**config.mk**
```make
export PLATFORM = sky130hd
export DESIGN_NAME = msp_port
export DESIGN_NICKNAME = d
export VERILOG_FILES = /design/src/msp_port.v
export VERILOG_INCLUDE_DIRS = /design/src
export SDC_FILE = /design/constraint.sdc
export NUM_CORES = 1
export LEC_CHECK = 0
export ABC_CLOCK_PERIOD_IN_PS = 3370
export BUFFER_PORTS_ARGS = -buffer_cell sky130_fd_sc_hd__buf_2
export CORE_MARGIN = 2
export CORE_UTILIZATION = 55
export CTS_BUF_LIST = sky130_fd_sc_hd__clkbuf_16
export DETAILED_ROUTE_END_ITERATION = 16
export GPL_ROUTABILITY_DRIVEN = 1
export PLACE_DENSITY_LB_ADDON = 0.08
export SLEW_MARGIN = 25
export SYNTH_ARGS = -nofsm -noshare
export SYNTH_HDL_FRONTEND = slang
export SYNTH_SLANG_ARGS = --single-unit
```
**constraint.sdc**
```tcl
create_clock -name clock_i -period 3.37 [get_ports clock_i]
set_input_delay 0.337 -clock clock_i [delete_from_list [all_inputs] [get_ports clock_i]]
set_output_delay 0.337 -clock clock_i [all_outputs]
set_load 0.1 [all_outputs]
```
**src/msp_consts.vh**
```
`ifndef MSP_CONSTS_VH
`define MSP_CONSTS_VH
// Mode field codes
`define MSP_MODE_M4 4'h0
`define MSP_MODE_M16 4'h1
`define MSP_MODE_M64 4'h2
`define MSP_MODE_MTMR 4'h3
`define MSP_MODE_SSEL 4'h4
`define MSP_MODE_SFREE 4'h5
`define MSP_MODE_MRLD 4'ha
// System clock cycles per serial half period for the fixed dividers
`define MSP_HALF_4 8'h02
`define MSP_HALF_16 8'h08
`define MSP_HALF_64 8'h20
// Bits per byte
`define MSP_BITS 4'h8
`endif

```
**src/msp_port.v**
```verilog
`timescale 1ns/10ps
`include "msp_consts.vh"
// Notes on behaviour
// - Master starts whenever it likes
// - Master buffer write starts eight-bit exchange
// - Receive-only master still shifts and loads
// - Idle polarity selectable, launch edge selectable in slave only, MSB first
// - Master rate: /4,/16,/64, timer/2, reload
// - Launch-first mode: data valid before first edge
// - Slave shifts on external clock, flags last bit
// - Slave detects pin clock edges on the system clock
// - Slave resends the byte previously received
// - Overwrite enable allows writes over unread byte
// - Mode 0100 selects framed slave
// - Select low: shift and drive output
// - Select high: output released at once
// - Select high resets port logic
// - Any port reset zeroes bit counter
// - Master sample phase: middle or end of bit
// - Write while busy dropped, collision flag set
// - Loaded byte sets full flag; read clears
// - Port active only while enabled
module msp_port (
  // Clock and reset
  input wire clock_i,
  input wire reset_i,
  // Configuration
  input wire port_enable_i,
  input wire [3:0] mode_i,
  input wire clock_idle_polarity_i,
  input wire clock_edge_i,
  input wire input_sample_phase_i,
  input wire buffer_overwrite_enable_i,
  input wire [7:0] rate_reload_i,
  input wire period_timer_i,
  // Software buffer access
  input wire data_buffer_write_i,
  input wire [7:0] data_buffer_wdata_i,
  input wire data_buffer_read_i,
  output wire [7:0] data_buffer_o,
  input wire write_collision_clear_i,
  input wire transfer_done_clear_i,
  // Status
  output wire buffer_full_flag_o,
  output wire write_collision_flag_o,
  output wire transfer_done_flag_o,
  output wire busy_o,
  // Serial pins
  input wire serial_clock_pin_i,
  output wire serial_clock_pin_o,
  output wire serial_clock_pin_oe_n_o,
  input wire serial_in_pin_i,
  output wire serial_out_pin_o,
  output wire serial_out_pin_oe_n_o,
  input wire slave_select_n_i
);
  // How the port is built
  // Every pin input crosses into the system clock through two flops, so the
  // serial clock, serial input, select and timer pins are seen two clocks late; only the output enable takes select at once.
  // The master counts half periods of the serial clock and toggles its own
  // clock output; its receive path waits those two clocks after each sample
  // point before it takes the bit, so fast rates still read the right bit.
  // The slave detects pin clock edges in the system domain, which limits the
  // pin clock to well below a quarter of the system clock.
  // Flags are set by hardware and cleared by pulses; a set in the same cycle
  // as a clear wins, so no event is ever lost.

  // Synchronisers for pin inputs
  reg [1:0] sck_sync_reg;
  reg [1:0] sdi_sync_reg;
  reg [1:0] ss_sync_reg;
  reg [1:0] tmr_sync_reg;
  reg sck_prev_reg;
  reg tmr_prev_reg;
  always @(posedge clock_i) begin
    if (reset_i) begin
      // Clock history starts at the idle level, so no false edge follows reset
      sck_sync_reg <= {2{clock_idle_polarity_i}};
      sdi_sync_reg <= 2'h0;
      ss_sync_reg <= 2'h3;
      tmr_sync_reg <= 2'h0;
      sck_prev_reg <= clock_idle_polarity_i;
      tmr_prev_reg <= 1'b0;
    end else begin
      sck_sync_reg <= {sck_sync_reg[0], serial_clock_pin_i};
      sdi_sync_reg <= {sdi_sync_reg[0], serial_in_pin_i};
      ss_sync_reg <= {ss_sync_reg[0], slave_select_n_i};
      tmr_sync_reg <= {tmr_sync_reg[0], period_timer_i};
      sck_prev_reg <= sck_sync_reg[1];
      tmr_prev_reg <= tmr_sync_reg[1];
    end
  end

  // Mode decode
  wire is_master = (mode_i == `MSP_MODE_M4) || (mode_i == `MSP_MODE_M16) || (mode_i == `MSP_MODE_M64) ||
                   (mode_i == `MSP_MODE_MTMR) || (mode_i == `MSP_MODE_MRLD);
  wire is_framed = (mode_i == `MSP_MODE_SSEL);
  wire is_slave = is_framed || (mode_i == `MSP_MODE_SFREE);
  wire ss_high = ss_sync_reg[1];
  // Port held in reset while disabled or while a framed slave is deselected
  wire port_clear = !port_enable_i || (is_framed && ss_high);

  // Slave clock edges in the system domain; the shifter sees the pin clock
  // through two flops, so the pin clock must be well below a quarter of clock_i
  wire sck_rise = sck_sync_reg[1] && !sck_prev_reg;
  wire sck_fall = !sck_sync_reg[1] && sck_prev_reg;
  wire tmr_rise = tmr_sync_reg[1] && !tmr_prev_reg;

  // Core state
  reg [7:0] shift_reg;
  reg [7:0] buf_reg;
  reg [3:0] count_reg;
  reg active_reg;
  reg sck_out_reg;
  reg sdo_reg;
  // Master receive side: captured bits, capture and finish delay lines
  reg [7:0] rx_reg;
  reg [1:0] cap_pipe_reg;
  reg [1:0] fin_pipe_reg;
  // Set once the eighth trailing edge is out; the clock is parked then
  reg tx_end_reg;
  reg [8:0] div_reg;
  reg full_reg;
  reg write_collision_flag_reg;
  reg done_reg;

  // Master half-period length in system clocks
  function [8:0] half_len;
    input [3:0] mode;
    input [7:0] reload;
    begin
      case (mode)
        `MSP_MODE_M4: half_len = {1'b0, `MSP_HALF_4};
        `MSP_MODE_M16: half_len = {1'b0, `MSP_HALF_16};
        `MSP_MODE_M64: half_len = {1'b0, `MSP_HALF_64};
        `MSP_MODE_MRLD: half_len = {reload, 1'b0} + 9'h002;
        default: half_len = 9'h001;
      endcase
    end
  endfunction

  // Master tick: end of a half period, or each timer rising edge
  wire [8:0] half_now = half_len(mode_i, rate_reload_i);
  wire m_tick = (mode_i == `MSP_MODE_MTMR) ? tmr_rise : (div_reg + 9'h001 >= half_now);

  // Leading and trailing edges of the serial clock for the selected mode
  wire lead_edge = clock_idle_polarity_i ? sck_fall : sck_rise;
  wire trail_edge = clock_idle_polarity_i ? sck_rise : sck_fall;
  // Launch-first mode shifts on the leading edge, otherwise on the trailing
  wire s_sample = clock_edge_i ? lead_edge : trail_edge;
  wire s_launch = clock_edge_i ? trail_edge : lead_edge;
  wire slave_go = is_slave && !(is_framed && ss_high);

  // Write accepted only when idle and (empty, overwrite allowed or slave), and collision clear
  wire write_ok = !active_reg && !write_collision_flag_reg && (!full_reg || buffer_overwrite_enable_i || is_slave);
  wire write_coll = data_buffer_write_i && active_reg;
  wire last_bit = (count_reg == `MSP_BITS - 4'h1);

  // Master sample point: leading edge for the middle, trailing for the end.
  // The bit is taken two clocks later, when the synchroniser shows the level
  // that stood on the pin at that edge; the half period is never shorter, except with a reload of 0xff, where the length wraps to zero.
  wire lead_now = (sck_out_reg == clock_idle_polarity_i);
  wire m_step = is_master && active_reg && !tx_end_reg && m_tick;
  wire cap_now = m_step && (lead_now ? !input_sample_phase_i : input_sample_phase_i);
  wire fin_now = m_step && !lead_now && last_bit;
  // Received byte including a bit that lands in this very cycle
  wire [7:0] rx_now = cap_pipe_reg[1] ? {rx_reg[6:0], sdi_sync_reg[1]} : rx_reg;

  // Main sequencer
  always @(posedge clock_i) begin
    if (reset_i) begin
      shift_reg <= 8'h00;
      buf_reg <= 8'h00;
      count_reg <= 4'h0;
      active_reg <= 1'b0;
      sck_out_reg <= 1'b0;
      sdo_reg <= 1'b0;
      rx_reg <= 8'h00;
      cap_pipe_reg <= 2'h0;
      fin_pipe_reg <= 2'h0;
      tx_end_reg <= 1'b0;
      div_reg <= 9'h000;
      full_reg <= 1'b0;
      write_collision_flag_reg <= 1'b0;
      done_reg <= 1'b0;
    end else begin
      // Delay lines run every clock; a port clear below overrides them
      cap_pipe_reg <= {cap_pipe_reg[0], cap_now};
      fin_pipe_reg <= {fin_pipe_reg[0], fin_now};
      // Flags: hardware set wins over software clear
      if (write_coll) begin
        write_collision_flag_reg <= 1'b1;
      end else if (write_collision_clear_i) begin
        write_collision_flag_reg <= 1'b0;
      end
      if (data_buffer_read_i) begin
        full_reg <= 1'b0;
      end
      if (transfer_done_clear_i) begin
        done_reg <= 1'b0;
      end
      if (port_clear) begin
        count_reg <= 4'h0;
        active_reg <= 1'b0;
        div_reg <= 9'h000;
        cap_pipe_reg <= 2'h0;
        fin_pipe_reg <= 2'h0;
        tx_end_reg <= 1'b0;
        sck_out_reg <= clock_idle_polarity_i;
      end else if (is_master) begin
        if (!active_reg) begin
          sck_out_reg <= clock_idle_polarity_i;
          div_reg <= 9'h000;
          if (data_buffer_write_i && write_ok) begin
            // Start at once, first bit already on the line
            shift_reg <= data_buffer_wdata_i;
            buf_reg <= data_buffer_wdata_i;
            sdo_reg <= data_buffer_wdata_i[7];
            active_reg <= 1'b1;
            count_reg <= 4'h0;
          end
        end else begin
          // Receive keeps going even with the output unused
          if (cap_pipe_reg[1]) begin
            rx_reg <= rx_now;
          end
          // Two clocks after the last trailing edge every bit is in
          if (fin_pipe_reg[1]) begin
            buf_reg <= rx_now;
            full_reg <= 1'b1;
            done_reg <= 1'b1;
            active_reg <= 1'b0;
            tx_end_reg <= 1'b0;
          end
          if (tx_end_reg) begin
            // Clock stays at idle while the last sample drains
            div_reg <= 9'h000;
          end else if (m_tick) begin
            div_reg <= 9'h000;
            if (lead_now) begin
              // Leading edge: data already stands on the line
              sck_out_reg <= !clock_idle_polarity_i;
            end else begin
              // Trailing edge: launch the next bit, MSB first
              sck_out_reg <= clock_idle_polarity_i;
              shift_reg <= {shift_reg[6:0], 1'b0};
              sdo_reg <= shift_reg[6];
              if (last_bit) begin
                tx_end_reg <= 1'b1;
                count_reg <= 4'h0;
              end else begin
                count_reg <= count_reg + 4'h1;
              end
            end
          end else begin
            div_reg <= div_reg + 9'h001;
          end
        end
      end else if (slave_go) begin
        // Slave: byte in shift register goes out on the next frame
        if (data_buffer_write_i && write_ok && count_reg == 4'h0) begin
          shift_reg <= data_buffer_wdata_i;
          buf_reg <= data_buffer_wdata_i;
          sdo_reg <= data_buffer_wdata_i[7];
        end else if (s_sample) begin
          // Select and pin clock drive the shifter; no system event needed
          active_reg <= 1'b1;
          shift_reg <= {shift_reg[6:0], sdi_sync_reg[1]};
          if (last_bit) begin
            buf_reg <= {shift_reg[6:0], sdi_sync_reg[1]};
            full_reg <= 1'b1;
            done_reg <= 1'b1;
            active_reg <= 1'b0;
            count_reg <= 4'h0;
            sdo_reg <= shift_reg[6]; // Received byte's MSB leads the next frame
          end else begin
            count_reg <= count_reg + 4'h1;
          end
        end else if (s_launch && active_reg) begin
          sdo_reg <= shift_reg[7];
        end
      end
    end
  end

  // Outputs
  assign data_buffer_o = buf_reg;
  assign buffer_full_flag_o = full_reg;
  assign write_collision_flag_o = write_collision_flag_reg;
  assign transfer_done_flag_o = done_reg;
  assign busy_o = active_reg;
  assign serial_clock_pin_o = sck_out_reg;
  assign serial_clock_pin_oe_n_o = !(port_enable_i && is_master); // Slave leaves the clock to the master
  assign serial_out_pin_o = sdo_reg;
  // Released at once when the framed slave is deselected
  assign serial_out_pin_oe_n_o = !(port_enable_i && (is_master || (is_slave && !(is_framed && slave_select_n_i))));
endmodule

```
-- Yosys cells after proc, flatten, opt, wreduce, memory -nomap -nowiden
Index checks and enable logic that the tools add are counted.
- $add $sub $neg: 3
- magnitude comparators: 1
- equal/unequal tests: 17
- multiplexer cells: 89
- bitwise gates (word level): 1
- reduce and logical (&&, ||, !) cells: 63
- operator list (operator ; number):
    $mux W8 ; 17
    $mux W1 ; 57
    $mux W4 ; 10
    $pmux W9 S4 ; 1
    $mux W9 ; 3
    $logic_and A1 B1 Y1 ; 21
    $logic_not A1 Y1 ; 15
    $reduce_and A7 Y1 ; 2
    $eq A4 B3 Y1 const B ; 3
    $add A9 B1 Y9 const B ; 1
    $add A9 B2 Y9 const B ; 1
    $ge A9 B9 Y1 ; 1
    $logic_or A1 B1 Y1 ; 9
    $ne A3 B2 Y1 const B ; 3
    $ne A3 B3 Y1 const B ; 3
    $eq A4 B2 Y1 const B ; 2
    $logic_not A4 Y1 ; 2
    $reduce_and A8 Y1 ; 1
    $reduce_bool A2 Y1 ; 4
    $reduce_and A3 Y1 ; 2
    $reduce_and A6 Y1 ; 1
    $reduce_bool A3 Y1 ; 2
    $add A4 B1 Y4 const B ; 1
    $eq A4 B1 Y1 const B ; 1
    other kinds (11) ; 11
- register bits: 58
- input port bits: 35
- output and inout bits: 16
- word-level logic and storage cells: 194

-- Logic depth before layout (Yosys ltp)
- depth in word-level cells: 10
- gate-level depth with buffers: 13
- gate-level depth less buffers: 12

-- Worst setup path before layout
OpenSTA, ideal clock, no wires.
- path type: register to register
- start: register div_reg[0]
- end: register shift_reg[3]
- library setup time: 91 ps
- data arrival time: 2976 ps
- data required time: 3279 ps
- setup slack: 303 ps
- stages on the path, launching flop included: 14
- path buffers: 1
- period minus slack after synthesis: 3067 ps
- path through: dfxtp_1 -> ha_1 -> nand3_1 -> nor2_1 -> nor2b_1 -> or2_2 -> ha_1 -> a211o_1 -> a211oi_1 -> and3b_1 -> a311o_1 -> and3_1 -> buf_2 -> a311oi_1
- word-level cells in the longest chain between the ends: 5
- ends and longest elaborated chain (item ; line ; source):
    from (decl) ; msp_port.v:122 ; reg [8:0] div_reg;
    from (signal assigned) ; msp_port.v:256 ; div_reg <= div_reg + 9'h001;
    $add A9 B1 Y9 ; msp_port.v:144 ; wire m_tick = (mode_i == `MSP_MODE_MTMR) ? tmr_rise : (div_reg + 9'h001 >= half_now);
    $ge A9 B9 Y1 ; msp_port.v:144 ;
    $mux W1 ; msp_port.v:144 ;
    $ne A3 B2 Y1 (no source line) ; -- ;
    $reduce_and A7 Y1 (no source line) ; -- ;
    to (signal assigned) ; msp_port.v:216 ; shift_reg <= data_buffer_wdata_i;
    to (signal assigned) ; msp_port.v:246 ; shift_reg <= {shift_reg[6:0], 1'b0};
    to (signal assigned) ; msp_port.v:262 ; shift_reg <= data_buffer_wdata_i;
    to (decl) ; msp_port.v:110 ; reg [7:0] shift_reg;
No other way between the ends.
A chain may end at the register's enable or synchronous reset.

-- Worst setup path after layout
- start: register div_reg[0]
- end: register sdo_reg, in the netlist serial_out_pin_o
- word-level cells in the longest chain between the ends: 5
- ends and longest elaborated chain (item ; line ; source):
    $add A9 B1 Y9 ; msp_port.v:144 ;
    $ge A9 B9 Y1 ; msp_port.v:144 ;
    $mux W1 ; msp_port.v:144 ;
    $ne A3 B2 Y1 (no source line) ; -- ;
    $reduce_and A8 Y1 (no source line) ; -- ;
    to (signal assigned) ; msp_port.v:218 ; sdo_reg <= data_buffer_wdata_i[7];
    to (signal assigned) ; msp_port.v:247 ; sdo_reg <= shift_reg[6];
    to (signal assigned) ; msp_port.v:264 ; sdo_reg <= data_buffer_wdata_i[7];
    to (decl) ; msp_port.v:115 ; reg sdo_reg;
No other way between the ends.

==> impl_metrics.ini <==
[sta]
fmax_mhz = 311
worst_pin_slew_ps = 759
hold_violations = 0
skew_ps = 6.81
post-route-period-util_pct = 95.3
drv_slew = 0
fin_setup_tns_ps = 0
period_needed_ps = 3210
relSlewSlack_pct = 49.4
finalSetupViolCount = 0

[synthesis]
synth_edf_count = 0
synth_nets = 443
synthFlopType = dfxtp_1
yosysSeqAreaShare_pct = 35.2
syn_area_um2 = 3300
syn_inst = 395
ys.warnings.count = 0
yosysUniqueCellTypes = 59
synth_async_sr_flop_share_pct = 0
synth_seq_cells = 58
postSynthAreaPerCell_um2 = 8.36

[outcome]
status = completed

[finish]
final_core_util_pct = 68.6
area_delta_synth_final_pct = 21.5
final_common_cell = dfxtp_1
final_cell_mix = dfxtp_1 (57), buf_2 (50), nand2_1 (46)
drive_gt1_share_pct = 23.0
antenna-diode-count = 0
regArea_um2 = 1160
layoutNonFillerInstCount = 528
fillCellCount = 493
largest_reg_flops = 9
fin_nets = 498
multi_input_area_um2 = 2120

[clock_network]
cts_setup_buffers = 0
cts_tree = done
cts.path.max_buffers = 2
cts.htree.levels = 3
clk_pin_slew_worst_paths_ps = 50
cts_hold_buf = 0
clock-sinks = 58
clk_latency_ps = 330
numCtsBuffers = 9
root_buffer = clkbuf_16

[global_route]
grt.total_usage_pct = 27.7
grt_pass1_vias = 2877
overflow = 0
grt_pass1_wl_um = 13900
antenna_found_initial = 0
grt_max_degree = 42

[setup_path]
crit_path_end_kind = flip-flop
worstPathCellList = ha_2, nand3_4, nor2_4, nor2b_1, or2_2, ha_1, a211o_1, a211oi_2, and3b_2, a311o_1, buf_6, a31oi_2, a311oi_1
r2r_setup_slack_ps = 160
crit_fanout = 12
cp-start-kind = flip-flop
slowest_stage = a311o_1
critPathKind = reg2reg
cpPeakStageDelay_ps = 360
arrival_ps = 3380
required_ps = 3540

[placement]
dp.cells = 514
place_congestion = 0.961
dp_hpwl_um = 6120
port_buffers = 50

[floorplanning]
die_area_um2 = 6640
start_util_pct = 56.4
boundaryPins = 51
dieWidth_um = 81.5
die_y_um = 81.5
core_area_um2 = 5850
fp-row-count = 28

[hold_path]
holdCritPathClass = in2reg

[power]
p_leak_nw = 1.56
p_per_area_nw_per_um2 = 467
irDropWorstVdd_mv = 0.443
finalPower_mw = 1.87

[detailed_routing]
wire_per_inst_um = 16.2
drtIter0Drc = 276
ant_nets = 0
via_count = 3127
post-route-drc-count = 0
wl_um = 8580
drtPass1Iterations = 5
via_per_inst = 5.92

[run]
cap_viol_max_count = 0
-- what timing repair did --
item,CTS,global route
hold endpoints to repair,0,0
setup endpoints to repair,0,22
gates resized for setup,0,20
-- cell usage after synthesis, drive strengths merged (2+ instances only) --
library cell / instances / area, µm²
o311ai: 2 / 17.5
and3: 6 / 37.5
nor3: 4 / 20.0
nand4: 3 / 18.8
ha: 13 / 163
nor2: 39 / 149
or4: 4 / 30.0
a22o: 2 / 17.5
nor2b: 14 / 87.6
a22oi: 3 / 22.5
nand2: 46 / 173
a31oi: 11 / 68.8
a21oi: 18 / 93.8
a211o: 2 / 17.5
a2111oi: 2 / 23.8
o211ai: 7 / 52.6
a2bb2oi: 3 / 26.3
clkbuf: 9 / 33.8
buf: 6 / 35.0
o21ai: 22 / 110
mux2i: 19 / 190
xor2: 4 / 35.0
a311oi: 14 / 129
nand2b: 12 / 75.1
nand3: 14 / 70.1
a211oi: 7 / 75.1
xnor2: 9 / 78.8
inv: 12 / 45.0
or2: 7 / 43.8
and2: 4 / 25.0
dfxtp: 58 / 1160
-- power by group --
| part | switching (mW) | total [mW] | leakage, nW | internal, mW |
|---|---|---|---|---|
| Combinational | 0.200 | 0.291 | 0.954 | 0.0911 |
| Clock | 0.302 | 0.856 | 0.136 | 0.554 |
| Sequential | 0.0161 | 0.725 | 0.472 | 0.709 |
| Total | 0.518 | 1.87 | 1.56 | 1.35 |
-- through the flow --
stage | area [µm²] | hold slack [ps] | setup WS (ps)
floorplan | 3300 | 389 | 303
global placement | 3640 | 393 | 265
global route | 4010 | 223 | -1.70
CTS | 3920 | 202 | 40.6
detailed placement | 3640 | 407 | 116
finish | 4010 | 208 | 160
-- final cells by class --
type	count	area share (%)
multi-input cells	310	52.7
flip-flops and latches	58	29.0
repair buffers	59	8.02
clock buffers	9	5.61
well taps	75	2.34
clock inverters	5	1.19
inverters	12	1.12
-- cell families after synthesis --
family          synth area share, %
compound gates                 22.8
xor+xnor                       3.45
fa+ha+maj                      4.93
buf+inv                        3.45
flops                          35.2
mux                            6.10
simple gates                   24.1
-- critical path, delay by kind of cell, from the launching register on --
family          cells  cell delay (ps)
compound gates      5             1180
simple gates        5              830
fa+ha+maj           2              530
flops               1              340
buf+inv             1              170
-- routing by layer --
metal / up-vias / part of all wire (%) / GRT usage [%]
li1: 1556 / - / -
met1: 1445 / 48 / 39.3
met2: 115 / 45 / 40.6
met3: 11 / 5.9 / 6.81
met4: 0 / 1.4 / 9.83
met5: - / 0 / 0
-- worst paths after layout --
kind | from | end | cells past startpoint
max | div_reg[0]$_SDFFE_PP0N_ | serial_out_pin_o$_SDFFE_PP0P_ | 13
min | slave_select_n_i | ss_sync_reg[0]$_SDFF_PP1_ | 2
max reg2reg | div_reg[0]$_SDFFE_PP0N_ | serial_out_pin_o$_SDFFE_PP0P_ | 13
min reg2reg | ss_sync_reg[0]$_SDFF_PP1_ | ss_sync_reg[1]$_SDFF_PP1_ | 1
Note: power is estimated with default switching activity, not from simulation.
